**src/rtl/sadc_pkg.sv**
```systemverilog
/*
  Constants and types shared by the converter control block: register
  indices and byte addresses, field positions, reset values and timing.
  Assumes a 250 MHz clock that also stands for the oscillator.
*/
// What this block does
// - Clock select picks osc/2, /8, /32 or RC
// - Channel select codes route channels 0 to 4
// - Start bit begins conversion; hardware clears when done
// - Enable bit powers module; off draws nothing
// - Port config field sets analog, reference, digital pins
// - Completion loads result, clears start, sets flag
// - Reset leaves result register contents untouched
// - Each conversion lasts nine bit periods
// - Port reads show zero on analog pins
// - Selected channel converts even when pin digital
// - Clearing start aborts; result keeps old value
// - After abort wait two bit periods, then acquire
// - RC clock delays start by one instruction cycle
// - RC conversion in sleep completes, wakes or powers down
// - Sleep with other clocks aborts and powers down
// - Reset disables, aborts, makes all pins analog
// - Trigger starts conversion only while enabled
package sadc_pkg;
  // ----------------------------------------
  // Timing
  // ----------------------------------------
  localparam int CLK_PERIOD_NS = 4;
  localparam int RC_TAD_NS = 4000;
  localparam int RC_TAD_CLKS = RC_TAD_NS / CLK_PERIOD_NS;
  localparam int INSTR_CYC_CLKS = 4;
  localparam int TAD_DIV2_CLKS = 2;
  localparam int TAD_DIV8_CLKS = 8;
  localparam int TAD_DIV32_CLKS = 32;
  localparam int CONV_TADS = 9;
  localparam int HOLD_TADS = 2;
  // ----------------------------------------
  // Register map
  // ----------------------------------------
  localparam int IDX_PORT = 32'h05;
  localparam int IDX_RESULT = 32'h1e;
  localparam int IDX_CTRL_MAIN = 32'h1f;
  localparam int IDX_IRQ = 32'h20;
  localparam int IDX_PIN_CFG = 32'h9f;
  localparam logic [11:0] ADDR_PORT = 12'(IDX_PORT * 4);
  localparam logic [11:0] ADDR_RESULT = 12'(IDX_RESULT * 4);
  localparam logic [11:0] ADDR_CTRL_MAIN = 12'(IDX_CTRL_MAIN * 4);
  localparam logic [11:0] ADDR_IRQ = 12'(IDX_IRQ * 4);
  localparam logic [11:0] ADDR_PIN_CFG = 12'(IDX_PIN_CFG * 4);
  localparam logic [1:0] RESP_OKAY = 2'h0;
  localparam logic [1:0] RESP_SLVERR = 2'h2;
  // ----------------------------------------
  // Fields and reset values
  // ----------------------------------------
  localparam int CS_MSB = 7;
  localparam int CS_LSB = 6;
  localparam int CH_MSB = 5;
  localparam int CH_LSB = 3;
  localparam int GO_BIT = 2;
  localparam int ON_BIT = 0;
  localparam int CFG_MSB = 2;
  localparam int FLAG_BIT = 0;
  localparam int IEN_BIT = 1;
  localparam logic [1:0] CS_RC = 2'h3;
  localparam logic [7:0] CTRL_MAIN_RST = 8'h00;
  localparam logic [2:0] PIN_CFG_RST = 3'h0;
  localparam logic [1:0] IRQ_RST = 2'h0;
  localparam logic [5:0] MASK_ALL = 6'h2f;
  localparam logic [5:0] MASK_PART = 6'h0b;
  localparam logic [5:0] MASK_NONE = 6'h00;

  typedef enum logic [1:0] {S_IDLE, S_DELAY, S_CONV, S_HOLD} sadc_fsm_t;
endpackage

```
**src/rtl/sadc_sar.sv**
```systemverilog
/*
  Successive-approximation sequencer: one setup period, then eight bit
  decisions on the bit-period enable. Assumes the comparator input is a
  settled digital level when each enable pulse arrives.
*/
module sadc_sar (
  input wire logic clk,
  input wire logic sys_rst,
  input wire logic tad_tick,
  input wire logic start,
  input wire logic abort,
  input wire logic cmp_in,
  output logic done,
  output logic [7:0] result,
  output logic [7:0] dac_code
);
  typedef struct packed {
    logic run;
    logic [3:0] step;
    logic [7:0] trial;
    logic [7:0] res;
    logic done;
  } sadc_sar_st_t;

  sadc_sar_st_t st_r;
  sadc_sar_st_t st_nxt;
  logic [3:0] tk_r;

  // ----------------------------------------
  // Next state
  // ----------------------------------------
  always_comb begin
    logic [2:0] b;
    b = 3'(4'd8 - st_r.step);
    st_nxt = st_r;
    st_nxt.done = 1'b0;
    if (abort) begin
      st_nxt.run = 1'b0;
    end else if (start) begin
      st_nxt.run = 1'b1;
      st_nxt.step = 4'h0;
      st_nxt.trial = 8'h00;
    end else if (st_r.run && tad_tick) begin
      if (st_r.step == 4'h0) begin
        st_nxt.trial = 8'h80;
      end else begin
        if (!cmp_in) begin
          st_nxt.trial[b] = 1'b0;
        end
        if (b != 3'h0) begin
          st_nxt.trial[3'(b - 3'h1)] = 1'b1;
        end
      end
      if (st_r.step == 4'(sadc_pkg::CONV_TADS - 1)) begin
        st_nxt.run = 1'b0;
        st_nxt.done = 1'b1;
        st_nxt.res = st_nxt.trial;
      end
      st_nxt.step = 4'(st_r.step + 4'h1);
    end
  end

  always_ff @(posedge clk) begin
    if (sys_rst) begin
      st_r <= '0;
    end else begin
      st_r <= st_nxt;
    end
  end

  assign done = st_r.done;
  assign result = st_r.res;
  assign dac_code = st_r.trial;

  // ----------------------------------------
  // Checks
  // ----------------------------------------
  always_ff @(posedge clk) begin
    if (sys_rst || start) begin
      tk_r <= 4'h0;
    end else if (st_r.run && tad_tick) begin
      tk_r <= 4'(tk_r + 4'h1);
    end
  end
endmodule

```
**src/rtl/sadc_top.sv**
```systemverilog
/*
  Converter control block: register file on AXI4-Lite, bit-period divider,
  start, abort, sleep and trigger handling, result and completion flag.
  Assumes the comparator, multiplexer and pins live outside; all inputs
  are synchronous to clk.
*/
// The AXI4-Lite register port is this design's own decision.
module sadc_top (
  input wire logic clk,
  input wire logic sys_rst,
  input wire logic [11:0] s_axi_awaddr,
  input wire logic s_axi_awvalid,
  output logic s_axi_awready,
  input wire logic [31:0] s_axi_wdata,
  input wire logic [3:0] s_axi_wstrb,
  input wire logic s_axi_wvalid,
  output logic s_axi_wready,
  output logic [1:0] s_axi_bresp,
  output logic s_axi_bvalid,
  input wire logic s_axi_bready,
  input wire logic [11:0] s_axi_araddr,
  input wire logic s_axi_arvalid,
  output logic s_axi_arready,
  output logic [31:0] s_axi_rdata,
  output logic [1:0] s_axi_rresp,
  output logic s_axi_rvalid,
  input wire logic s_axi_rready,
  input wire logic [5:0] port_pin_in,
  input wire logic cmp_in,
  input wire logic trig_in,
  input wire logic sleep_in,
  output logic [2:0] channel_select,
  output logic [7:0] dac_code,
  output logic sample_en,
  output logic analog_power,
  output logic vref_ext,
  output logic [5:0] analog_pin_mask,
  output logic converter_irq_flag,
  output logic converter_irq_enable,
  output logic wake_req
);
  typedef struct packed {
    sadc_pkg::sadc_fsm_t fsm;
    logic [1:0] cs;
    logic [2:0] chs;
    logic go;
    logic on;
    logic [2:0] cfg;
    logic [7:0] result;
    logic flag;
    logic irq_en;
    logic [10:0] cnt;
    logic [1:0] hold_n;
    logic pwr;
    logic wake;
    logic aw_got;
    logic [11:0] awaddr;
    logic w_got;
    logic [7:0] wdata;
    logic wstrb0;
    logic bvalid;
    logic [1:0] bresp;
    logic rvalid;
    logic [31:0] rdata;
    logic [1:0] rresp;
  } sadc_st_t;

  sadc_st_t st_r;
  sadc_st_t st_nxt;
  logic tad_tick;
  logic sw_start;
  logic conv_kill;
  logic seq_start;
  logic seq_done;
  logic [7:0] seq_res;

  // ----------------------------------------
  // Helpers
  // ----------------------------------------
  function automatic logic [10:0] tad_clks(input logic [1:0] cs);
    case (cs)
      2'h0: tad_clks = 11'(sadc_pkg::TAD_DIV2_CLKS);
      2'h1: tad_clks = 11'(sadc_pkg::TAD_DIV8_CLKS);
      2'h2: tad_clks = 11'(sadc_pkg::TAD_DIV32_CLKS);
      default: tad_clks = 11'(sadc_pkg::RC_TAD_CLKS);
    endcase
  endfunction

  // VREF pin counts as analog: it is not a digital input either
  function automatic logic [5:0] pin_mask(input logic [2:0] cfg);
    case (cfg[2:1])
      2'h2: pin_mask = sadc_pkg::MASK_PART;
      2'h3: pin_mask = sadc_pkg::MASK_NONE;
      default: pin_mask = sadc_pkg::MASK_ALL;
    endcase
  endfunction

  assign s_axi_awready = !st_r.aw_got && !st_r.bvalid;
  assign s_axi_wready = !st_r.w_got && !st_r.bvalid;
  assign s_axi_arready = !st_r.rvalid;

  // ----------------------------------------
  // Next state
  // ----------------------------------------
  always_comb begin
    logic aw_hs;
    logic w_hs;
    logic do_wr;
    logic busy;
    logic ws;
    logic [11:0] wa;
    logic [7:0] wd;
    logic [10:0] per;
    aw_hs = s_axi_awvalid && s_axi_awready;
    w_hs = s_axi_wvalid && s_axi_wready;
    do_wr = (aw_hs || st_r.aw_got) && (w_hs || st_r.w_got);
    busy = (st_r.fsm == sadc_pkg::S_DELAY) || (st_r.fsm == sadc_pkg::S_CONV);
    wa = aw_hs ? s_axi_awaddr : st_r.awaddr;
    wd = w_hs ? s_axi_wdata[7:0] : st_r.wdata;
    ws = w_hs ? s_axi_wstrb[0] : st_r.wstrb0;
    per = tad_clks(st_r.cs);
    st_nxt = st_r;
    st_nxt.wake = 1'b0;
    sw_start = 1'b0;
    conv_kill = 1'b0;
    seq_start = 1'b0;
    tad_tick = ((st_r.fsm == sadc_pkg::S_CONV) || (st_r.fsm == sadc_pkg::S_HOLD))
      && (st_r.cnt == 11'(per - 11'h1));
    // Write channels, taken in either order
    if (aw_hs) begin
      st_nxt.aw_got = 1'b1;
      st_nxt.awaddr = s_axi_awaddr;
    end
    if (w_hs) begin
      st_nxt.w_got = 1'b1;
      st_nxt.wdata = s_axi_wdata[7:0];
      st_nxt.wstrb0 = s_axi_wstrb[0];
    end
    if (st_r.bvalid && s_axi_bready) st_nxt.bvalid = 1'b0;
    if (do_wr) begin
      st_nxt.aw_got = 1'b0;
      st_nxt.w_got = 1'b0;
      st_nxt.bvalid = 1'b1;
      st_nxt.bresp = sadc_pkg::RESP_OKAY;
      case ({wa[11:2], 2'h0})
        sadc_pkg::ADDR_CTRL_MAIN: begin
          if (ws) begin
            st_nxt.cs = wd[sadc_pkg::CS_MSB:sadc_pkg::CS_LSB];
            st_nxt.chs = wd[sadc_pkg::CH_MSB:sadc_pkg::CH_LSB];
            st_nxt.on = wd[sadc_pkg::ON_BIT];
            if (!wd[sadc_pkg::ON_BIT]) begin
              st_nxt.go = 1'b0;
              conv_kill = busy;
            end else if (wd[sadc_pkg::GO_BIT] && st_r.on
                         && st_r.fsm == sadc_pkg::S_IDLE) begin
              sw_start = 1'b1;
            end else if (!wd[sadc_pkg::GO_BIT]) begin
              st_nxt.go = 1'b0;
              conv_kill = busy;
            end
          end
        end
        sadc_pkg::ADDR_PIN_CFG: if (ws) st_nxt.cfg = wd[sadc_pkg::CFG_MSB:0];
        sadc_pkg::ADDR_RESULT: if (ws) st_nxt.result = wd;
        sadc_pkg::ADDR_IRQ: begin
          if (ws) begin
            st_nxt.flag = wd[sadc_pkg::FLAG_BIT];
            st_nxt.irq_en = wd[sadc_pkg::IEN_BIT];
          end
        end
        sadc_pkg::ADDR_PORT: ; // Read-only: a write only answers
        default: st_nxt.bresp = sadc_pkg::RESP_SLVERR;
      endcase
    end
    // Read channel
    if (st_r.rvalid && s_axi_rready) st_nxt.rvalid = 1'b0;
    if (s_axi_arvalid && s_axi_arready) begin
      st_nxt.rvalid = 1'b1;
      st_nxt.rresp = sadc_pkg::RESP_OKAY;
      st_nxt.rdata = 32'h0;
      case ({s_axi_araddr[11:2], 2'h0})
        sadc_pkg::ADDR_CTRL_MAIN:
          st_nxt.rdata[7:0] = {st_r.cs, st_r.chs, st_r.go, 1'b0, st_r.on};
        sadc_pkg::ADDR_PIN_CFG: st_nxt.rdata[2:0] = st_r.cfg;
        sadc_pkg::ADDR_RESULT: st_nxt.rdata[7:0] = st_r.result;
        sadc_pkg::ADDR_IRQ: st_nxt.rdata[1:0] = {st_r.irq_en, st_r.flag};
        sadc_pkg::ADDR_PORT:
          st_nxt.rdata[5:0] = port_pin_in & ~pin_mask(st_r.cfg);
        default: st_nxt.rresp = sadc_pkg::RESP_SLVERR;
      endcase
    end
    // Trigger is dropped while disabled or already running
    if (trig_in && st_r.on && st_r.fsm == sadc_pkg::S_IDLE) sw_start = 1'b1;
    if (sleep_in && st_r.cs != sadc_pkg::CS_RC && busy) conv_kill = 1'b1;
    // A finished result beats an abort in the same cycle
    if (seq_done) begin
      st_nxt.result = seq_res;
      st_nxt.go = 1'b0;
      st_nxt.flag = 1'b1;
      st_nxt.fsm = sadc_pkg::S_IDLE;
      st_nxt.wake = sleep_in && st_r.irq_en;
      conv_kill = 1'b0;
      sw_start = 1'b0;
    end
    if (conv_kill) begin
      st_nxt.go = 1'b0;
      st_nxt.fsm = sadc_pkg::S_HOLD;
      st_nxt.cnt = 11'h0;
      st_nxt.hold_n = 2'h0;
    end else if (sw_start) begin
      st_nxt.go = 1'b1;
      st_nxt.cnt = 11'h0;
      if (st_r.cs == sadc_pkg::CS_RC) begin
        st_nxt.fsm = sadc_pkg::S_DELAY;
      end else begin
        st_nxt.fsm = sadc_pkg::S_CONV;
        seq_start = 1'b1;
      end
    end else begin
      case (st_r.fsm)
        sadc_pkg::S_DELAY: begin
          if (st_r.cnt == 11'(sadc_pkg::INSTR_CYC_CLKS - 1)) begin
            st_nxt.fsm = sadc_pkg::S_CONV;
            st_nxt.cnt = 11'h0;
            seq_start = 1'b1;
          end else begin
            st_nxt.cnt = 11'(st_r.cnt + 11'h1);
          end
        end
        sadc_pkg::S_CONV, sadc_pkg::S_HOLD: begin
          st_nxt.cnt = tad_tick ? 11'h0 : 11'(st_r.cnt + 11'h1);
          if (st_r.fsm == sadc_pkg::S_HOLD && tad_tick) begin
            if (st_r.hold_n == 2'(sadc_pkg::HOLD_TADS - 1)) begin
              st_nxt.fsm = sadc_pkg::S_IDLE;
            end else begin
              st_nxt.hold_n = 2'(st_r.hold_n + 2'h1);
            end
          end
        end
        default: ;
      endcase
    end
    // Idle in sleep, or any sleep off the RC clock, powers down
    st_nxt.pwr = st_nxt.on && !(sleep_in && (st_nxt.fsm == sadc_pkg::S_IDLE
      || st_nxt.cs != sadc_pkg::CS_RC));
  end

  always_ff @(posedge clk) begin
    if (sys_rst) begin
      st_r <= '0;
      st_r.fsm <= sadc_pkg::S_IDLE;
      {st_r.cs, st_r.chs, st_r.go} <= sadc_pkg::CTRL_MAIN_RST[sadc_pkg::CS_MSB:sadc_pkg::GO_BIT];
      st_r.on <= sadc_pkg::CTRL_MAIN_RST[sadc_pkg::ON_BIT];
      st_r.cfg <= sadc_pkg::PIN_CFG_RST;
      {st_r.irq_en, st_r.flag} <= sadc_pkg::IRQ_RST;
      st_r.result <= st_r.result;
    end else begin
      st_r <= st_nxt;
    end
  end

  sadc_sar u_sar (
    .clk(clk),
    .sys_rst(sys_rst),
    .tad_tick(tad_tick),
    .start(seq_start),
    .abort(conv_kill),
    .cmp_in(cmp_in),
    .done(seq_done),
    .result(seq_res),
    .dac_code(dac_code)
  );

  // ----------------------------------------
  // Outputs
  // ----------------------------------------
  assign s_axi_bvalid = st_r.bvalid;
  assign s_axi_bresp = st_r.bresp;
  assign s_axi_rvalid = st_r.rvalid;
  assign s_axi_rdata = st_r.rdata;
  assign s_axi_rresp = st_r.rresp;
  assign channel_select = st_r.chs;
  assign analog_power = st_r.pwr;
  assign sample_en = st_r.pwr && st_r.fsm == sadc_pkg::S_IDLE;
  assign vref_ext = st_r.cfg[0] && st_r.cfg[2:1] != 2'h3;
  assign analog_pin_mask = pin_mask(st_r.cfg);
  assign converter_irq_flag = st_r.flag;
  assign converter_irq_enable = st_r.irq_en;
  assign wake_req = st_r.wake;
endmodule

```
**config.mk**
```make
export PLATFORM = sky130hd
export DESIGN_NAME = sadc_top
export DESIGN_NICKNAME = d
export VERILOG_FILES = /design/src/rtl/sadc_pkg.sv /design/src/rtl/sadc_sar.sv /design/src/rtl/sadc_top.sv
export SDC_FILE = /design/constraint.sdc
export NUM_CORES = 1
export LEC_CHECK = 0
export BUFFER_PORTS_ARGS = -buffer_cell sky130_fd_sc_hd__buf_4
export CAP_MARGIN = 30
export CORE_UTILIZATION = 53
export DETAILED_ROUTE_END_ITERATION = 6
export PLACE_DENSITY_LB_ADDON = 0.25
export SLEW_MARGIN = 10
export SYNTH_ARGS = -nofsm -noshare
export SYNTH_HDL_FRONTEND = slang
export SYNTH_SLANG_ARGS = --single-unit
```
**constraint.sdc**
```tcl
create_clock -name clk -period 3.3 [get_ports clk]
set_input_delay 0.33 -clock clk [delete_from_list [all_inputs] [get_ports clk]]
set_output_delay 0.33 -clock clk [all_outputs]
set_load 0.005 [all_outputs]
```
[Yosys cells after proc, flatten, opt, wreduce, memory -nomap -nowiden]
Index checks and enable logic that the tools add are counted.
Storage, ports and cells
  register bits: 96
  output and inout port bits: 64
  logic and storage cells: 224
Cells by class
  $add $sub $neg: 6
  magnitude comparators: 4
  equality and inequality tests: 27
  muxes and demuxes: 78
  bitwise logic cells: 12
  reduce and logical (&&, ||, !) cells: 69
Operator list (number)
  8-bit two-way mux: 10
  10-bit by 5-bit == test with 1-bit output, second input constant: 4
  35-bit two-way mux: 1
  1-bit two-way mux: 31
  10-bit case mux with 3 select lines: 1
  1-bit logical AND: 24
  11-bit two-way mux: 2
  2-bit two-way mux: 11
  22-bit two-way mux: 1
  11-bit case mux with 2 select lines: 1
  10-bit by 3-bit == test with 1-bit output, second input constant: 2
  10-bit by 6-bit == test with 1-bit output, second input constant: 2
  10-bit by 8-bit == test with 1-bit output, second input constant: 2
  20-bit two-way mux: 1
  9-bit two-way mux: 2
  2-bit nonzero test: 9
  7-bit two-way mux: 2
  13-bit two-way mux: 1
  2-bit == test, second input constant: 6
  12-bit two-way mux: 1
  6-bit two-way mux: 2
  6-bit case mux with 2 select lines: 1
  3-bit AND reduction: 4
  4-bit AND reduction: 3
  other kinds (37): 72

[Longest topological paths before layout]
  word-level depth: 23
  mapped depth: 10
  depth with buffers taken out: 9

[Cells and area by module]
Synthesis repeated with hierarchy kept, for this count alone.
Unflattened totals
  cells, all modules: 610
  area total of the unflattened synthesis: 5237.5 sq um
Modules (own cells, without submodules)
  sadc_top: times used 1, cells each 469, area each 3970.1 sq um
  sadc_sar: times used 1, cells each 141, area each 1267.5 sq um

[Least setup slack after synthesis]
OpenSTA, ideal clock, no wires.
  path type: flip-flop to flip-flop
  from: register st_r, in the netlist s_axi_bvalid
  to: register u_sar.st_r, in the netlist u_sar.result[1]
  library setup time: 0.121 ns
  arrival: 2.577 ns
  required time: 3.179 ns
  setup slack: 0.602 ns
  cell stages (with the launch flop): 9
  cell sequence: dfxtp_1 > or3b_1 > buf_2 > mux2i_4 > nor4_2 > a31oi_4 > mux2i_2 > nor3_4 > mux2_2
On the way
  cells in the longest elaborated chain, start to end: 17
  elaborated cells on any way between the ends: 34
Ends and longest elaborated chain
  start: declaration: RTL line sadc_top.sv:68  | sadc_st_t st_r;
  start signal: assignment: RTL line sadc_top.sv:258  | st_r <= st_nxt;
  1-bit logical NOT (*): RTL line sadc_top.sv:98, sadc_top.sv:99
  1-bit logical AND: RTL line sadc_top.sv:99  | assign s_axi_wready = !st_r.w_got && !st_r.bvalid;
  1-bit logical AND: RTL line sadc_top.sv:115  | w_hs = s_axi_wvalid && s_axi_wready;
  8-bit two-way mux: RTL line sadc_top.sv:119  | wd = w_hs ? s_axi_wdata[7:0] : st_r.wdata;
  1-bit logical AND: RTL line sadc_top.sv:154  | end else if (wd[sadc_pkg::GO_BIT] && st_r.on
  1-bit logical AND: RTL line sadc_top.sv:155  | && st_r.fsm == sadc_pkg::S_IDLE) begin
  1-bit two-way mux: RTL line sadc_top.sv:154
  1-bit two-way mux: RTL line sadc_top.sv:151  | if (!wd[sadc_pkg::ON_BIT]) begin
  1-bit two-way mux: RTL line sadc_top.sv:147  | if (ws) begin
  1-bit two-way mux: RTL line sadc_top.sv:145  | case ({wa[11:2], 2'h0})
  1-bit two-way mux: RTL line sadc_top.sv:140  | if (do_wr) begin
  1-bit two-way mux: RTL line sadc_top.sv:193  | if (trig_in && st_r.on && st_r.fsm == sadc_pkg::S_IDLE) sw_start = 1'b1;
  1-bit two-way mux: RTL line sadc_top.sv:196  | if (seq_done) begin
  1-bit two-way mux: RTL line sadc_top.sv:210  | end else if (sw_start) begin
  1-bit two-way mux: RTL line sadc_top.sv:205  | if (conv_kill) begin
  1-bit inverter (no source line)
  4-bit AND reduction (no source line) (*)
  end signal: assignment: RTL line sadc_sar.sv:67  | st_r <= st_nxt;
  end: declaration: RTL line sadc_sar.sv:25  | sadc_sar_st_t st_r;
Every way passes the cells marked *; elsewhere a longest branch is shown, timed or not.
A chain may end at the register's enable or synchronous reset.

[Worst setup path after layout]
  from: register st_r[66] (netlist name)
  to: register u_sar.st_r, in the netlist u_sar.dac_code[7]
On the way
  cells in the longest elaborated chain, start to end: 7
  elaborated cells on any way between the ends: 11
Ends and longest elaborated chain
  11-bit by 2-bit == test with 1-bit output: RTL line sadc_top.sv:222  | if (st_r.cnt == 11'(sadc_pkg::INSTR_CYC_CLKS - 1)) begin
  1-bit two-way mux: RTL line sadc_top.sv:222
  1-bit two-way mux: RTL line sadc_top.sv:220  | case (st_r.fsm)
  1-bit two-way mux: RTL line sadc_top.sv:210
  1-bit two-way mux: RTL line sadc_top.sv:205
  2-bit nonzero test (no source line)
  2-bit AND reduction (no source line)
Several ways; a longest one is shown, not always the timed one.

==> metrics.cfg <==
[detailed_routing]
drt_iter0_drc = 226
drc_errors = 0
wl_mm = 11.7
vias_per_cell = 5.60
via_count = 4465
wl_per_cell_um = 14.7
firstDrtPassIters = 4
final_antenna_net_count = 0

[layout]
nets = 749
fillers = 835
antenna_cells = 0
stdcell_count = 797
seq_area_mm2 = 0.00192
fin_util_pct = 62.3
fin_area_mm2 = 0.00581
multi_input_area_mm2 = 0.00280
drive_above_1_share_pct = 20.7
synthToLayoutAreaGrowth_pct = 12.6

[global_routing]
grt_max_degree = 56
track_usage_pct = 23.7
grt_pass1_vias = 4040
antenna_found_initial = 0
overflow = 0
grt_pass1_wl_mm = 18.9

[power_and_ir_drop]
p_sw_mw = 0.670
combPwrFrac_pct = 15.2
p_int_mw = 1.67
clkPwrFrac_pct = 34.0
p_seq_share_pct = 50.8
swShare_pct = 28.6
vdd_drop_max_v = 0.000224
p_leak_nw = 2.23
power.density_mw_per_mm2 = 403
power_mw = 2.34

[synthesis]
ys.flop_type = dfxtp_1
synth.top_cell.area_share_pct = 32.6
ys_async_sr_fraction_pct = 0
synth_top_area_cell = dfxtp_1
synth_edf_count = 8
synthDistinctLibCells = 70
yosys_warnings = 0
netlist_top_cells_area = dfxtp_1 33%, buf_4 7.4%, nand2_1 5.0%, edfxtp_1 4.7%, nor2_1 4.4%
postSynthAreaPerCell_um2 = 8.41
syn_area_mm2 = 0.00516
yosysSeqAreaShare_pct = 37.2
synthCells = 614
ys_ff_latch = 92

[run_status]
status = complete, no violations

[clock_network]
cts_buffer_depth = 2
clockRootBuffer = clkbuf_8
cts_buffers = 9
cts_hold_buf = 0
htree_levels = 3
postCtsSetupRepairBufs = 0
clkSlewWorstSetupHoldPaths_ns = 0.10
cts_tree = yes
cts.sinks = 92
clk_latency_ns = 0.37
cts_resized = 0

[timing]
hold_ws_ns = 0.137
final_max_slew_viol_count = 0
period_minus_slack_ns = 2.93
relSlewSlack_pct = 53.0
finalClockSkew_ns = 0.0105
fmax_mhz = 341
fin_setup_tns_ns = 0
rsz0062_at_grt = false
finalWorstSetupSlack_ns = 0.367
finalSetupViolations = 0
hold_viol = 0
finalCritPeriodShare_pct = 88.9
worst_slew_pin_slew_ns = 0.703

[setup_path]
path_class = flop to flop
crit_fanout = 9
cp-end-kind = flop
startpoint_type = flop
worstPathRequired_ns = 3.56
crit_arrival_ns = 3.19

[place]
place_inst = 781
gp_congestion = 0.920
post-place-ws_ns = 0.371
io_buffers = 81
dpl-instance-area_mm2 = 0.00561
hpwl_mm = 8.65

[floorplanning]
fp.dieW_um = 101
die_area_mm2 = 0.0101
die_h_um = 101
core_mm2 = 0.00933
io_pins = 140
start_util_pct = 55.3
row_count = 35

[run]
maxCapViolations = 0

[hold_path]
min_path_type = input pin to flop

## synth_stat cells (3+ instances only)
cell type	count
a211oi_1	11
a21o_1	4
a21oi_1	44
a22o_1	6
a31oi_1	6
and2_1	6
and3_1	7
buf_4	51
clkbuf_1	23
dfxtp_1	84
edfxtp_1	8
ha_1	10
inv_1	15
mux2_2	17
mux2i_1	17
nand2_1	69
nand2b_1	5
nand3_1	17
nand4_1	6
nor2_1	61
nor2b_1	15
nor3_1	11
nor3b_1	10
nor4_1	6
o21ai_0	28
o2bb2ai_1	3
o31ai_1	6
o41ai_1	4
or2_2	3
or3_1	7
or4_1	7
## cells in the final DEF, fill, tap and decap left out, types with 17 or more instances in the layout
cell,instances
mux2i_1,17
a21oi_1,44
nand3_1,17
nand2_1,69
buf_4,90
nor2_1,61
o21ai_0,28
dfxtp_1,84
conb_1,27
mux2_2,17
## cell type report
| type | count | area share, % |
|---|---|---|
| Clock inverter | 7 | 1.36 |
| Inverter | 15 | 0.969 |
| Sequential cell | 92 | 33.1 |
| Multi-Input combinational cell | 455 | 48.1 |
| Clock buffer | 9 | 2.13 |
| Timing Repair Buffer | 90 | 11.6 |
| Tap cell | 129 | 2.78 |
## kinds of logic (layout without fill, tap and decap cells)
kind of cell | Yosys count | in the layout | synth area share (%)
other | 1 | 27 | 0.0726
buffers and inverters | 93 | 121 | 10.5
xor gates and xnor gates | 3 | 3 | 0.509
AOI/OAI and AO/OA | 135 | 135 | 17.6
DFF | 92 | 92 | 37.2
and+or+nand+nor | 244 | 244 | 23.9
muxes | 36 | 36 | 7.71
adders and majority gates | 10 | 10 | 2.42
## flip-flops by register name, indices dropped and copies added (netlist names), 3 cells and up
name / flops
u_sar.result: 8
s_axi_rdata: 8
st_r: 51
u_sar.dac_code: 8
u_sar.st_r: 5
channel_select: 3
## critical path: stages (launching register included)
cell and delay [ns]:
dfxtp_1 0.43, ha_1 0.23, or4b_2 0.59, nor4_1 0.44, nand2_1 0.19, mux2i_2 0.39, a211oi_2 0.25, a2bb2o_1 0.32
## path summary, 6_finish.rpt
kind                                                  start                              to  slack (ns)  depth (start not counted)
worst min register to register  s_axi_rresp[1]$_SDFFE_PP0P_     s_axi_rresp[1]$_SDFFE_PP0P_        0.46                          2
worst max register to register        st_r[66]$_SDFFE_PP0N_  u_sar.dac_code[7]$_SDFFE_PP0P_        0.37                          7
worst min-delay path                           s_axi_rready       s_axi_rvalid$_SDFFE_PP0P_        0.14                          2
worst max-delay path                  st_r[66]$_SDFFE_PP0N_  u_sar.dac_code[7]$_SDFFE_PP0P_        0.37                          7
## layer usage
metal	vias up	global-route usage, %	wire (µm)
met1	2064	31.8	5390
met2	153	38.7	5400
met4	0	8.92	289
met3	26	3.47	612
li1	2222	-	-
met5	-	0	0
## power groups by stage
stage	clock (mW)	sequential (mW)	combinational (mW)
2_1_floorplan	0	1.21	0.259
3_3_place_gp	0	1.21	0.346
3_5_place_dp	0	1.22	0.353
4_1_cts	0.808	1.19	0.355
5_1_grt	0.856	1.20	0.397
6_report	0.796	1.19	0.356
No activity file was read; power rests on OpenSTA's default activity.
